==> config.mk <==
export PLATFORM = sky130hd
export DESIGN_NAME = usr_rx_top
export DESIGN_NICKNAME = d
export VERILOG_FILES = /design/src/common/usr_pkg.sv /design/src/rtl/usr_rx_top.sv /design/src/rtl/usr_baud_gen.sv
export SDC_FILE = /design/constraint.sdc
export NUM_CORES = 1
export LEC_CHECK = 0
export ABC_AREA = 1
export BUFFER_PORTS_ARGS = -buffer_cell sky130_fd_sc_hd__buf_2
export CORE_AREA = 5 5 129 131
export CTS_CLUSTER_DIAMETER = 200
export DETAILED_ROUTE_END_ITERATION = 7
export DIE_AREA = 0 0 134 136
export GPL_ROUTABILITY_DRIVEN = 0
export HOLD_SLACK_MARGIN = 0.05
export PLACE_DENSITY = 0.57
export RECOVER_POWER = 25
export SLEW_MARGIN = 15
export SYNTH_ARGS = -nofsm -noshare
export SYNTH_HDL_FRONTEND = slang
export SYNTH_SLANG_ARGS = --single-unit
export TNS_END_PERCENT = 30
==> constraint.sdc <==
create_clock -name clk -period 2.55 [get_ports clk]
set_input_delay 0.51 -clock clk [delete_from_list [all_inputs] [get_ports clk]]
set_output_delay 0.51 -clock clk [all_outputs]
set_load 0.02 [all_outputs]
==> src/common/usr_pkg.sv <==
`default_nettype none

package usr_pkg;

  // ****************************************************************
  // Bus and register map
  // ****************************************************************
  localparam int ADDR_W = 8;
  localparam int DATA_W = 32;

  localparam logic [ADDR_W-1:0] OFF_MODE_A = 8'h00;
  localparam logic [ADDR_W-1:0] OFF_MODE_B = 8'h04;
  localparam logic [ADDR_W-1:0] OFF_DIVISOR = 8'h08;
  localparam logic [ADDR_W-1:0] OFF_RX_BUF = 8'h0c;
  localparam logic [ADDR_W-1:0] OFF_TX_BUF = 8'h10;
  localparam logic [ADDR_W-1:0] OFF_STATUS = 8'h14;
  localparam logic [ADDR_W-1:0] OFF_CLEAR = 8'h18;
  localparam logic [ADDR_W-1:0] OFF_COUNTERS = 8'h1c;

  localparam logic [1:0] RESP_OKAY = 2'h0;
  localparam logic [1:0] RESP_SLVERR = 2'h2;

  // ****************************************************************
  // Field positions and reset values
  // ****************************************************************
  localparam int MA_ENABLE_BIT = 7;
  localparam int MA_TX_ENABLE_BIT = 6;
  localparam int MA_RX_ENABLE_BIT = 5;
  localparam int MA_ERR_ROUTE_BIT = 0;

  localparam int MB_LEVEL_BIT = 0;
  localparam int MB_PARITY_LSB = 1;
  localparam int MB_LEN7_BIT = 3;
  localparam int MB_STOP2_BIT = 4;

  localparam logic [1:0] PAR_EVEN = 2'h1;
  localparam logic [1:0] PAR_ODD = 2'h2;

  localparam int ERR_FLAGS = 3;
  localparam int ST_OVERRUN = 0;
  localparam int ST_FRAMING = 1;
  localparam int ST_PARITY = 2;
  localparam int ST_BUF_FULL = 3;
  localparam int ST_BUSY = 4;

  localparam logic [7:0] MODE_A_RESET = 8'h00;
  localparam logic [7:0] MODE_B_RESET = 8'h00;
  localparam logic [7:0] DIVISOR_RESET = 8'hff;

  localparam logic [3:0] DATA_BITS_8 = 4'h8;
  localparam logic [3:0] DATA_BITS_7 = 4'h7;

  typedef enum logic [2:0] {RX_IDLE, RX_START, RX_DATA, RX_PARITY, RX_STOP} usr_rx_state_e;

endpackage

`default_nettype wire

==> src/rtl/usr_rx_top.sv <==
// The AXI4-Lite interface to the registers and the register addresses were chosen for this implementation.
`default_nettype none

// What this block does
// - Sample line only with unit and receive enabled.
// - Level zero: falling edge starts, low confirms.
// - Level one: rising edge starts, high confirms.
// - Shift bits; stop moves buffer, pulses complete.
// - Overrun frame never overwrites the buffer.
// - Parity/framing errors signalled after stop bit.
// - Unread buffer at next frame gives overrun.
// - Only first stop bit is checked.
// - Each error sets flag and error request.
// - Writing one to clear trigger clears flag.
// - Parity mismatch sets parity error flag.
// - Missing stop level sets framing error flag.
// - Frame before buffer read sets overrun flag.
// - Routing bit picks separate or merged error interrupt.
// - Filter accepts level after two equal samples.
// - Separate transmit and receive baud counters.
// - Internal logic idles while unit disabled.
// - Transmit counter held zero unless both enabled.
// - Transmit counter clears on buffer write.
// - Receive counter runs only during a frame.
// - Bit time is twice the divisor.
module usr_rx_top (
  // Clock and reset
  input wire logic clk,
  input wire logic reset_n,
  // AXI4-Lite write address and data
  input wire logic [usr_pkg::ADDR_W-1:0] s_axi_awaddr,
  input wire logic s_axi_awvalid,
  output logic s_axi_awready,
  input wire logic [usr_pkg::DATA_W-1:0] s_axi_wdata,
  input wire logic [3:0] s_axi_wstrb,
  input wire logic s_axi_wvalid,
  output logic s_axi_wready,
  // AXI4-Lite write response
  output logic [1:0] s_axi_bresp,
  output logic s_axi_bvalid,
  input wire logic s_axi_bready,
  // AXI4-Lite read
  input wire logic [usr_pkg::ADDR_W-1:0] s_axi_araddr,
  input wire logic s_axi_arvalid,
  output logic s_axi_arready,
  output logic [usr_pkg::DATA_W-1:0] s_axi_rdata,
  output logic [1:0] s_axi_rresp,
  output logic s_axi_rvalid,
  input wire logic s_axi_rready,
  // Serial line and interrupts
  input wire logic serial_rx_pin,
  output logic rx_complete_irq,
  output logic rx_error_irq
);

  // ****************************************************************
  // Declarations
  // ****************************************************************
  logic [7:0] mode_control_reg_a_q;
  logic [7:0] mode_control_reg_b_q;
  logic [7:0] baud_divisor_reg_q;
  logic [7:0] rx_buffer_reg_q;
  logic [usr_pkg::ERR_FLAGS-1:0] err_flags_q;
  logic buf_full_q;
  logic status_read_armed_q;

  logic aw_held_q;
  logic [usr_pkg::ADDR_W-1:0] aw_addr_q;
  logic w_held_q;
  logic [7:0] w_data_q;
  logic w_strb0_q;
  logic bvalid_q;
  logic [1:0] bresp_q;
  logic rvalid_q;
  logic [1:0] rresp_q;
  logic [usr_pkg::DATA_W-1:0] rdata_q;

  logic sync1_q;
  logic sync2_q;
  logic samp_q;
  logic filt_q;
  logic prev_norm_q;
  usr_pkg::usr_rx_state_e state_q;
  logic phase_q;
  logic [3:0] bit_cnt_q;
  logic [7:0] shift_q;
  logic par_acc_q;
  logic par_err_q;
  logic rx_complete_irq_q;
  logic rx_error_irq_q;

  logic unit_enable;
  logic rx_active;
  logic err_route;
  logic line_level;
  logic [1:0] parity_mode;
  logic parity_on;
  logic [3:0] data_bits;
  logic norm;
  logic start_edge;
  logic rx_tick;
  logic tx_tick;
  logic [7:0] tx_count;
  logic [7:0] rx_count;
  logic sample;
  logic done;
  logic [usr_pkg::ERR_FLAGS-1:0] err_set;
  logic [usr_pkg::ERR_FLAGS-1:0] err_clr;
  logic do_write;
  logic ar_hs;
  logic rd_status;
  logic rd_rx_buf;
  logic wr_clear;
  logic wr_tx_buf;

  // ****************************************************************
  // Address decode
  // ****************************************************************
  function automatic logic [usr_pkg::ADDR_W-1:0] word_addr(input logic [usr_pkg::ADDR_W-1:0] a);
    word_addr = {a[usr_pkg::ADDR_W-1:2], 2'h0};
  endfunction

  function automatic logic is_mapped(input logic [usr_pkg::ADDR_W-1:0] a);
    logic [usr_pkg::ADDR_W-1:0] w;
    w = word_addr(a);
    is_mapped = (w == usr_pkg::OFF_MODE_A) || (w == usr_pkg::OFF_MODE_B) || (w == usr_pkg::OFF_DIVISOR) ||
                (w == usr_pkg::OFF_RX_BUF) || (w == usr_pkg::OFF_TX_BUF) || (w == usr_pkg::OFF_STATUS) ||
                (w == usr_pkg::OFF_CLEAR) || (w == usr_pkg::OFF_COUNTERS);
  endfunction

  // ****************************************************************
  // Configuration fields
  // ****************************************************************
  // unit enable gates the receive sequencer and both baud counters
  assign unit_enable = mode_control_reg_a_q[usr_pkg::MA_ENABLE_BIT];
  assign rx_active = unit_enable & mode_control_reg_a_q[usr_pkg::MA_RX_ENABLE_BIT];
  assign err_route = mode_control_reg_a_q[usr_pkg::MA_ERR_ROUTE_BIT];
  assign line_level = mode_control_reg_b_q[usr_pkg::MB_LEVEL_BIT];
  assign parity_mode = mode_control_reg_b_q[usr_pkg::MB_PARITY_LSB +: 2];
  assign parity_on = (parity_mode == usr_pkg::PAR_EVEN) || (parity_mode == usr_pkg::PAR_ODD);
  assign data_bits = mode_control_reg_b_q[usr_pkg::MB_LEN7_BIT] ? usr_pkg::DATA_BITS_7 : usr_pkg::DATA_BITS_8;

  // ****************************************************************
  // AXI4-Lite slave
  // ****************************************************************
  // Address and data are taken in either order; the write lands when both are held.
  assign s_axi_awready = ~aw_held_q & ~bvalid_q;
  assign s_axi_wready = ~w_held_q & ~bvalid_q;
  assign s_axi_bvalid = bvalid_q;
  assign s_axi_bresp = bresp_q;
  assign s_axi_arready = ~rvalid_q;
  assign s_axi_rvalid = rvalid_q;
  assign s_axi_rresp = rresp_q;
  assign s_axi_rdata = rdata_q;

  assign do_write = aw_held_q & w_held_q;
  assign ar_hs = s_axi_arvalid & ~rvalid_q;
  assign rd_status = ar_hs & (word_addr(s_axi_araddr) == usr_pkg::OFF_STATUS);
  assign rd_rx_buf = ar_hs & (word_addr(s_axi_araddr) == usr_pkg::OFF_RX_BUF);
  assign wr_clear = do_write & w_strb0_q & (word_addr(aw_addr_q) == usr_pkg::OFF_CLEAR);
  assign wr_tx_buf = do_write & w_strb0_q & (word_addr(aw_addr_q) == usr_pkg::OFF_TX_BUF);

  always_ff @(posedge clk or negedge reset_n) begin
    if (!reset_n) begin
      aw_held_q <= 1'b0;
      aw_addr_q <= '0;
      w_held_q <= 1'b0;
      w_data_q <= 8'h00;
      w_strb0_q <= 1'b0;
      bvalid_q <= 1'b0;
      bresp_q <= usr_pkg::RESP_OKAY;
    end else begin
      if (s_axi_awvalid && s_axi_awready) begin
        aw_held_q <= 1'b1;
        aw_addr_q <= s_axi_awaddr;
      end
      if (s_axi_wvalid && s_axi_wready) begin
        w_held_q <= 1'b1;
        w_data_q <= s_axi_wdata[7:0];
        w_strb0_q <= s_axi_wstrb[0];
      end
      if (do_write) begin
        aw_held_q <= 1'b0;
        w_held_q <= 1'b0;
        bvalid_q <= 1'b1;
        bresp_q <= is_mapped(aw_addr_q) ? usr_pkg::RESP_OKAY : usr_pkg::RESP_SLVERR;
      end else if (s_axi_bready) begin
        bvalid_q <= 1'b0;
      end
    end
  end

  always_ff @(posedge clk or negedge reset_n) begin
    if (!reset_n) begin
      mode_control_reg_a_q <= usr_pkg::MODE_A_RESET;
      mode_control_reg_b_q <= usr_pkg::MODE_B_RESET;
      baud_divisor_reg_q <= usr_pkg::DIVISOR_RESET;
    end else if (do_write && w_strb0_q) begin
      case (word_addr(aw_addr_q))
        usr_pkg::OFF_MODE_A: mode_control_reg_a_q <= w_data_q;
        usr_pkg::OFF_MODE_B: mode_control_reg_b_q <= w_data_q;
        usr_pkg::OFF_DIVISOR: baud_divisor_reg_q <= w_data_q;
        default: ;
      endcase
    end
  end

  // Reads are answered one cycle after the address is taken.
  always_ff @(posedge clk or negedge reset_n) begin
    if (!reset_n) begin
      rvalid_q <= 1'b0;
      rresp_q <= usr_pkg::RESP_OKAY;
      rdata_q <= '0;
    end else if (ar_hs) begin
      rvalid_q <= 1'b1;
      rresp_q <= is_mapped(s_axi_araddr) ? usr_pkg::RESP_OKAY : usr_pkg::RESP_SLVERR;
      case (word_addr(s_axi_araddr))
        usr_pkg::OFF_MODE_A: rdata_q <= {24'h000000, mode_control_reg_a_q};
        usr_pkg::OFF_MODE_B: rdata_q <= {24'h000000, mode_control_reg_b_q};
        usr_pkg::OFF_DIVISOR: rdata_q <= {24'h000000, baud_divisor_reg_q};
        usr_pkg::OFF_RX_BUF: rdata_q <= {24'h000000, rx_buffer_reg_q};
        usr_pkg::OFF_STATUS: rdata_q <= {27'h0000000, state_q != usr_pkg::RX_IDLE, buf_full_q, err_flags_q};
        usr_pkg::OFF_COUNTERS: rdata_q <= {16'h0000, rx_count, tx_count};
        default: rdata_q <= '0;
      endcase
    end else if (s_axi_rready) begin
      rvalid_q <= 1'b0;
    end
  end

  // ****************************************************************
  // Line synchroniser and noise filter
  // ****************************************************************
  always_ff @(posedge clk or negedge reset_n) begin
    if (!reset_n) begin
      sync1_q <= 1'b1;
      sync2_q <= 1'b1;
    end else begin
      sync1_q <= serial_rx_pin;
      sync2_q <= sync1_q;
    end
  end

  always_ff @(posedge clk or negedge reset_n) begin
    if (!reset_n) begin
      samp_q <= 1'b1;
      filt_q <= 1'b1;
    end else begin
      samp_q <= sync2_q;
      if (sync2_q == samp_q) begin
        filt_q <= sync2_q;
      end
    end
  end

  // The line is normalised so that idle is high and a start bit is low in either level mode.
  // filtered line only
  assign norm = filt_q ^ line_level;

  always_ff @(posedge clk or negedge reset_n) begin
    if (!reset_n) begin
      prev_norm_q <= 1'b1;
    end else begin
      prev_norm_q <= norm;
    end
  end

  assign start_edge = prev_norm_q & ~norm;

  // ****************************************************************
  // Baud counters
  // ****************************************************************
  usr_baud_gen u_baud (
    .clk(clk),
    .reset_n(reset_n),
    .unit_enable(unit_enable),
    .tx_enable(mode_control_reg_a_q[usr_pkg::MA_TX_ENABLE_BIT]),
    .rx_enable(mode_control_reg_a_q[usr_pkg::MA_RX_ENABLE_BIT]),
    .divisor(baud_divisor_reg_q),
    .tx_clear(wr_tx_buf),
    .rx_run(state_q != usr_pkg::RX_IDLE),
    .tx_tick(tx_tick),
    .rx_tick(rx_tick),
    .tx_count(tx_count),
    .rx_count(rx_count)
  );

  // ****************************************************************
  // Receive sequencer
  // ****************************************************************
  // Each rx_tick is half a bit, so bits are sampled on every second tick after the start check.
  assign sample = rx_tick & phase_q;
  assign done = sample & (state_q == usr_pkg::RX_STOP);

  always_ff @(posedge clk or negedge reset_n) begin
    if (!reset_n) begin
      state_q <= usr_pkg::RX_IDLE;
      phase_q <= 1'b0;
      bit_cnt_q <= 4'h0;
      shift_q <= 8'h00;
      par_acc_q <= 1'b0;
      par_err_q <= 1'b0;
    end else if (!rx_active) begin
      state_q <= usr_pkg::RX_IDLE;
      phase_q <= 1'b0;
    end else begin
      if (rx_tick) begin
        phase_q <= ~phase_q;
      end
      case (state_q)
        usr_pkg::RX_IDLE: begin
          if (start_edge) begin
            state_q <= usr_pkg::RX_START;
            phase_q <= 1'b0;
          end
        end
        usr_pkg::RX_START: begin
          if (rx_tick) begin
            phase_q <= 1'b0;
            bit_cnt_q <= 4'h0;
            shift_q <= 8'h00;
            par_acc_q <= 1'b0;
            par_err_q <= 1'b0;
            state_q <= norm ? usr_pkg::RX_IDLE : usr_pkg::RX_DATA;
          end
        end
        usr_pkg::RX_DATA: begin
          if (sample) begin
            shift_q[bit_cnt_q[2:0]] <= norm;
            par_acc_q <= par_acc_q ^ norm;
            bit_cnt_q <= 4'(bit_cnt_q + 4'h1);
            if (bit_cnt_q == 4'(data_bits - 4'h1)) begin
              state_q <= parity_on ? usr_pkg::RX_PARITY : usr_pkg::RX_STOP;
            end
          end
        end
        usr_pkg::RX_PARITY: begin
          if (sample) begin
            par_err_q <= par_acc_q ^ norm ^ (parity_mode == usr_pkg::PAR_ODD);
            state_q <= usr_pkg::RX_STOP;
          end
        end
        usr_pkg::RX_STOP: begin
          if (sample) begin
            state_q <= usr_pkg::RX_IDLE;
          end
        end
        default: state_q <= usr_pkg::RX_IDLE;
      endcase
    end
  end

  // ****************************************************************
  // Receive buffer, status flags and interrupts
  // ****************************************************************
  // overrun cause
  assign err_set[usr_pkg::ST_OVERRUN] = done & buf_full_q;
  assign err_set[usr_pkg::ST_FRAMING] = done & ~norm;
  assign err_set[usr_pkg::ST_PARITY] = done & par_err_q;

  for (genvar i = 0; i < usr_pkg::ERR_FLAGS; i++) begin : g_flag
    assign err_clr[i] = (wr_clear & w_data_q[i]) | (rd_rx_buf & status_read_armed_q);

    // A new error in the same cycle as a clear is kept.
    always_ff @(posedge clk or negedge reset_n) begin
      if (!reset_n) begin
        err_flags_q[i] <= 1'b0;
      end else if (err_set[i]) begin
        err_flags_q[i] <= 1'b1;
      end else if (err_clr[i]) begin
        err_flags_q[i] <= 1'b0;
      end
    end
  end

  always_ff @(posedge clk or negedge reset_n) begin
    if (!reset_n) begin
      status_read_armed_q <= 1'b0;
    end else if (rd_status) begin
      status_read_armed_q <= 1'b1;
    end else if (rd_rx_buf) begin
      status_read_armed_q <= 1'b0;
    end
  end

  always_ff @(posedge clk or negedge reset_n) begin
    if (!reset_n) begin
      rx_buffer_reg_q <= 8'h00;
      buf_full_q <= 1'b0;
    end else if (done && !buf_full_q) begin
      rx_buffer_reg_q <= data_bits == usr_pkg::DATA_BITS_7 ? {1'b0, shift_q[6:0]} : shift_q;
      buf_full_q <= 1'b1;
    end else if (rd_rx_buf) begin
      buf_full_q <= 1'b0;
    end
  end

  always_ff @(posedge clk or negedge reset_n) begin
    if (!reset_n) begin
      rx_complete_irq_q <= 1'b0;
      rx_error_irq_q <= 1'b0;
    end else begin
      rx_complete_irq_q <= done & (~(|err_set) | err_route);
      rx_error_irq_q <= done & (|err_set) & ~err_route;
    end
  end

  assign rx_complete_irq = rx_complete_irq_q;
  assign rx_error_irq = rx_error_irq_q;

endmodule

`default_nettype wire

==> src/rtl/usr_baud_gen.sv <==
`default_nettype none

module usr_baud_gen (
  // Clock and reset
  input wire logic clk,
  input wire logic reset_n,
  // Control
  input wire logic unit_enable,
  input wire logic tx_enable,
  input wire logic rx_enable,
  input wire logic [7:0] divisor,
  input wire logic tx_clear,
  input wire logic rx_run,
  // Ticks and counts
  output logic tx_tick,
  output logic rx_tick,
  output logic [7:0] tx_count,
  output logic [7:0] rx_count
);

  logic [1:0] run;
  logic [1:0] clr;
  logic [1:0] tick;
  logic [7:0] cnt_q [2];

  assign run[0] = unit_enable & tx_enable;
  assign run[1] = unit_enable & rx_enable & rx_run;
  assign clr[0] = tx_clear;
  assign clr[1] = 1'b0;

  // ****************************************************************
  // Two independent counters
  // ****************************************************************
  // two independent counters
  for (genvar i = 0; i < 2; i++) begin : g_cnt
    assign tick[i] = run[i] & ~clr[i] & (cnt_q[i] == 8'(divisor - 8'h01));

    always_ff @(posedge clk or negedge reset_n) begin
      if (!reset_n) begin
        cnt_q[i] <= 8'h00;
      end else if (!run[i] || clr[i] || tick[i]) begin
        cnt_q[i] <= 8'h00;
      end else begin
        cnt_q[i] <= 8'(cnt_q[i] + 8'h01);
      end
    end
  end

  assign tx_tick = tick[0];
  assign rx_tick = tick[1];
  assign tx_count = cnt_q[0];
  assign rx_count = cnt_q[1];

endmodule

`default_nettype wire

=== After elaboration in Yosys (flattened, before gate mapping) ===
Cells that the tools add are included.

* RAM bits: 0
* Latch bits: 0
* Bits in read-only memories: 0
* Output and inout port bits: 43
* Register bits: 135
* Logic and storage cells: 220
* Memories kept: 0

* Multipliers: 0
* Bitwise logic cells: 44
* Order comparisons: 2
* Reduce and logical (&&, ||, !) cells: 48
* Multiplexer cells: 53
* Equal/unequal tests: 34
* $add $sub $neg: 5
* Shift operators: 0
* Divide/modulo/power cells: 0

{| class="wikitable"
|+ Operators with widths
! cell !! count
|-
| 16-bit one-hot mux with 6 select lines || 1
|-
| 6-bit by 3-bit equality test with 1-bit output, second input constant || 8
|-
| 8-bit two-way mux || 5
|-
| 1-bit bitwise AND || 28
|-
| 1-bit two-way mux || 25
|-
| 6-bit by 2-bit equality test with 1-bit output, second input constant || 4
|-
| 3-bit two-way mux || 8
|-
| 2-bit nonzero test || 11
|-
| 1-bit logical OR || 18
|-
| 3-bit inequality test, second input constant || 6
|-
| 8-bit by 1-bit adder with 8-bit output, second input constant || 2
|-
| 8-bit equality test || 2
|-
| 8-bit one-hot mux with 2 select lines || 1
|-
| 3-bit one-hot mux with 5 select lines || 1
|-
| 6-bit by 1-bit equality test with 1-bit output, second input constant || 2
|-
| 6-bit zero test || 2
|-
| 4-bit two-way mux || 3
|-
| 1-bit inverter || 9
|-
| 8-bit bitwise mux || 1
|-
| 4-bit one-hot mux with 2 select lines || 1
|-
| 4-bit AND reduction || 2
|-
| 8-bit by 1-bit subtractor with 8-bit output, second input constant || 1
|-
| 3-bit by 2-bit equality test with 1-bit output, second input constant || 2
|-
| 2-bit two-way mux || 3
|-
| other kinds (23) || 40
|}

=== Depth between registers and ports, before layout ===
* Depth in word-level cells: 10
* Mapped depth: 17
* Depth with buffers taken out: 17

=== By module ===
From an unflattened synthesis, not the netlist that was laid out.

* Cell total of the unflattened synthesis: 759
* Area, all modules: 6,192.2 sq um

{| class="wikitable"
|+ By module, submodules not included
! module !! instances !! cells each !! area each (sq um) !! seq. area each (sq um)
|-
| usr_rx_top || 1 || 582 || 4,969.8 || 2,493.6
|-
| usr_baud_gen || 1 || 177 || 1,222.4 || 400.4
|}

=== Worst setup path after synthesis ===
No wires, ideal clock.

* Path type: register -> register
* Start: register baud_divisor_reg_q[0]
* End: register par_err_q
* Setup slack: 0.291 ns
* Cell stages (with the launch flop): 15
* Data arrival time: 2.143 ns
* Setup time: 0.116 ns
* Period minus slack after synthesis: 2.259 ns
* Path buffers: 1
* Cell sequence: dfstp_2 inv_2 ha_1 inv_1 nand2_1 nand2_1 inv_1 nand2_1 nor3_1 nand4_2 a21oi_4 buf_6 nand2_1 nand2_1 nand2_1

* Cells in the longest elaborated chain, start to end: 6
* Elaborated cells on any way between the ends: 7
* Those cells by class: add/sub (1); eq/ne (3); bitwise (2); reduce/logical (1)

{| class="wikitable"
|+ RTL lines
! what !! line !! source
|-
| start: declaration || usr_rx_top.sv:61 || <nowiki>logic [7:0] baud_divisor_reg_q;</nowiki>
|-
| start signal: assignment || usr_rx_top.sv:197 || <nowiki>baud_divisor_reg_q <= usr_pkg::DIVISOR_RESET;</nowiki>
|-
| start signal: assignment || usr_rx_top.sv:202 || <nowiki>usr_pkg::OFF_DIVISOR: baud_divisor_reg_q <= w_data_q;</nowiki>
|-
| 8-bit by 1-bit subtractor with 8-bit output * || usr_baud_gen.sv:36 || <nowiki>assign tick[i] = run[i] & ~clr[i] & (cnt_q[i] == 8'(divisor - 8'h01));</nowiki>
|-
| 8-bit equality test * || usr_baud_gen.sv:36 ||
|-
| 1-bit bitwise AND * || usr_baud_gen.sv:36 ||
|-
| 1-bit bitwise AND || usr_rx_top.sv:292 || <nowiki>assign sample = rx_tick & phase_q;</nowiki>
|-
| 2-bit inequality test (no line) || - ||
|-
| 4-bit AND reduction (no line) * || - ||
|-
| end signal: assignment || usr_rx_top.sv:339 || <nowiki>par_err_q <= par_acc_q ^ norm ^ (parity_mode == usr_pkg::PAR_ODD);</nowiki>
|-
| end: declaration || usr_rx_top.sv:88 || <nowiki>logic par_err_q;</nowiki>
|}

Every way passes the cells marked *; elsewhere a longest branch is shown, timed or not.
A chain may end at the register's enable or synchronous reset.

=== Final worst setup path ===
* Start: register baud_divisor_reg_q[1]
* End: register rx_complete_irq_q, in the netlist rx_complete_irq

* Cells in the longest elaborated chain, start to end: 10
* Elaborated cells on any way between the ends: 12
* Those cells by class: add/sub (1); eq/ne (1); bitwise (9); reduce/logical (1)

{| class="wikitable"
|+ RTL lines
! what !! line !! source
|-
| 8-bit by 1-bit subtractor with 8-bit output * || usr_baud_gen.sv:36 ||
|-
| 8-bit equality test * || usr_baud_gen.sv:36 ||
|-
| 1-bit bitwise AND * || usr_baud_gen.sv:36 ||
|-
| 1-bit bitwise AND * || usr_rx_top.sv:292 ||
|-
| 1-bit bitwise AND * || usr_rx_top.sv:293 || <nowiki>assign done = sample & (state_q == usr_pkg::RX_STOP);</nowiki>
|-
| 1-bit bitwise AND (on tied branches) || usr_rx_top.sv:357, usr_rx_top.sv:358, usr_rx_top.sv:359 ||
|-
| 3-bit OR reduction || usr_rx_top.sv:403 || <nowiki>rx_complete_irq_q <= done & (~(|err_set) | err_route);</nowiki>
|-
| 1-bit inverter || usr_rx_top.sv:403 ||
|-
| 1-bit OR || usr_rx_top.sv:403 ||
|-
| 1-bit bitwise AND * || usr_rx_top.sv:403 ||
|-
| end signal: assignment || usr_rx_top.sv:403 ||
|-
| end: declaration || usr_rx_top.sv:89 || <nowiki>logic rx_complete_irq_q;</nowiki>
|}

Marks and branches as above.

==> out/summary.txt <==
Status - complete, no violations
Cell area power density - 931 nW/um^2
Sw frac - 32.9%
Antenna cells - 0
Post-Syn Area - 5960 sq um
Comb power frac - 25.7%
Fin crit period - 2.40 ns
Flop pwr share - 34.6%
Cell Count, Final, Fillers Out - 1019
Initial core utilization - 38.5%
CP Buf/Inv Count - 2
Cell mode on critical path - nor2_1
Worst r2r src - baud_divisor_reg_q[1]$_DFFE_PN1P_
Asr flop ratio synth - 100%
Yosys Warn Count - 0
Top post-synthesis cells by area - dfrtp_1 43%, nand2_1 11%, dfstp_2 5.7%, inv_1 4.9%, nor2_1 4.8%
Crit path max fanout - 3
Achievable frequency - 417 MHz
Number of flip-flops in the largest register - 16
Buffers on Ports - 53
CTS Buffer Depth - 2
Final period utilization - 94.1%
Clk_skew - 0.00881 ns
Final #Nets - 880
Die Ht - 136 um
CTS H-tree lvls - 4
Clk sinks - 115
Final HPWL DP - 11.6 mm
Hold Path Class - in2reg
Fill cells - 1518
Vias in the first global route - 5029
CTS buffer count - 17
Met3 usage - 4.59%
Final wirelength - 15.7 mm
Largest net degree at the start of global routing - 45
Die area - 18200 sq um
Critical Path AT - 2.70 ns
First-pass GRT wire length - 25.8 mm
Chip width - 134 um
NetSw - 0.00222 W
Hold_buf cts - 0
P_int - 0.00453 W
Max Slew Vio Count - 0
Clock power share - 39.7%
Actual slew at the worst max-slew pin - 1.08 ns
Busiest layer in global routing - met2
Post-DRT Antenna Nets - 0
Number of synthesized register bits - 115
CP Data Required Time - 2.85 ns
Hold path startpoint - serial_rx_pin
Total gr overflow - 0
Final instance area - 7240 sq um
Startpoint Class - flop
CTS clock-pin slew for the worst setup and hold paths - 0.06 ns
DRC viols - 0
Syn Inst Count - 732
Synth Area per Inst - 8.14 sq um
Via/cell ratio - 5.05
Critical path's top delay family - simple AND/OR/NAND/NOR gates
Largest stage delay on the critical path - 0.53 ns
GRT Total Usage - 18.2%
Worst slew margin - 27.8%
Synth area leader - dfrtp_1
Worst-Skew Late Latency - 0.42 ns
Num ports - 103
CTS tree - built
Initial drt markers - 416
Met2 Use GR - 27.6%
Share of layout cells above drive strength 1 - 19.6%
Share of the synthesized area in the top cell type - 42.8%
Area growth syn-to-layout - 21.6%
Vias - 5151
Worst vdd ir - 533 uV
Dpl cells - 984
Met1 Usage GRT - 25.1%
Routed len/inst - 15.4 um
Setup violators final - 0
Most frequent cells in the layout - 168 x nand2_1, 102 x dfrtp_1, 78 x inv_1
Leak - 3.43 nW
Number of iterations in the first detailed-routing pass - 5
Most common cell after layout, fill and taps aside - nand2_1
Hold Violations, Final - 0
Sequential fraction of the synthesis area - 48.6%
Clock Tree Root - clkbuf_16
Crit Path Category - reg2reg
Initial antenna violation count - 0
Num rows - 46
CP Capture Type - flop
CP cell instances - inv_1, ha_4, inv_1, nand2_1, nand2_1, nor2_1, nand3_1, nor2_2, nand3_1, nor2_1, nand4_1, nor2_4, o31ai_1, nor2_1, nor2_1
CP startpoint - baud_divisor_reg_q[1]$_DFFE_PN1P_
Slowest CP cell - dfstp_2
Post-synth EDFFs - 0
Ys flop type - dfrtp_1
Max-Cap Viols - 0
Placed instance area - 6540 sq um
Distinct cells, synth - 45
Core ar. - 15500 sq um
==> power by group through the flow <==
stage	registers, W	clock network (W)	logic [W]
after floorplan	0.00233	0	0.00122
after global routing	0.00237	0.00282	0.00196
after detailed placement	0.00236	0	0.00169
final	0.00234	0.00268	0.00173
after CTS	0.00233	0.00273	0.00171
after global placement	0.00235	0	0.00164
==> worst paths after layout <==
path                                                 to  slack (ns)  cells after the start
setup reg to reg              rx_complete_irq$_DFF_PN0_        0.15                     15
hold / removal                        sync1_q$_DFF_PN1_        0.19                      1
setup / recovery              rx_complete_irq$_DFF_PN0_        0.15                     15
min in group asynchronous      bit_cnt_q[2]$_DFFE_PN0P_        0.27                      1
max in group asynchronous  u_baud.tx_count[2]$_DFF_PN0_        0.84                      2
hold reg to reg                       sync2_q$_DFF_PN1_        0.36                      0
==> per-stage QoR <==
stage	utilization (%)	total power (W)	setup WS, ns	hold WS, ns	setup TNS, ns
6_report	46.8	0.00675	0.151	0.189	0
5_1_grt	46.8	0.00714	-0.000946	0.162	-0.00184
4_1_cts	46.6	0.00677	0.0649	0.0986	0
3_5_place_dp	42.2	0.00406	0.0728	0.348	0
3_3_place_gp	42.2	0.00399	0.131	0.345	0
2_1_floorplan	-	0.00355	0.291	0.214	0
==> layer usage <==
layer  vias to the layer above  routed length, um
li1                       2548                  -
met1                      2427               7520
met2                       155               7070
met3                        21                886
met4                         0                222
met5                         -                  0
==> Yosys cell counts (all sizes together) (4+ instances only) <==
cell type  count
nor3b          5
clkbuf        10
buf           21
inv           80
a31oi          7
dfstp         13
mux2           4
o31ai          9
a21oi         24
or2            9
nor3          19
nor2          82
ha             6
dfrtp        102
nand2        180
nand4         22
nand3         54
xor2           9
o21ai         50
a221oi         4
==> cell type report <==
| cell class | count | area, sq um | area share (%) |
|---|---|---|---|
| clock inverters | 11 | 200 | 2.76 |
| inverters | 82 | 308 | 4.25 |
| repair buffers | 77 | 493 | 6.80 |
| flip-flops and latches | 115 | 2890 | 39.9 |
| well taps | 192 | 240 | 3.32 |
| multi-input cells | 521 | 2640 | 36.4 |
| clock buffers | 21 | 470 | 6.49 |
==> cells by family after synthesis <==
group	count (synthesis)	synth area share, %
mux	4	0.756
simple gates	373	28.2
buf+inv	113	8.52
xor+xnor	12	1.76
fa+ha+maj	7	1.43
compound gates	107	10.7
other cells	1	0.0629
flops	115	48.6
==> what timing repair did <==
action	CTS	global route
setup buffers	0	3
setup endpoints to repair	0	22
gates resized for setup	0	3
Note: power is estimated with default switching activity, not from simulation.
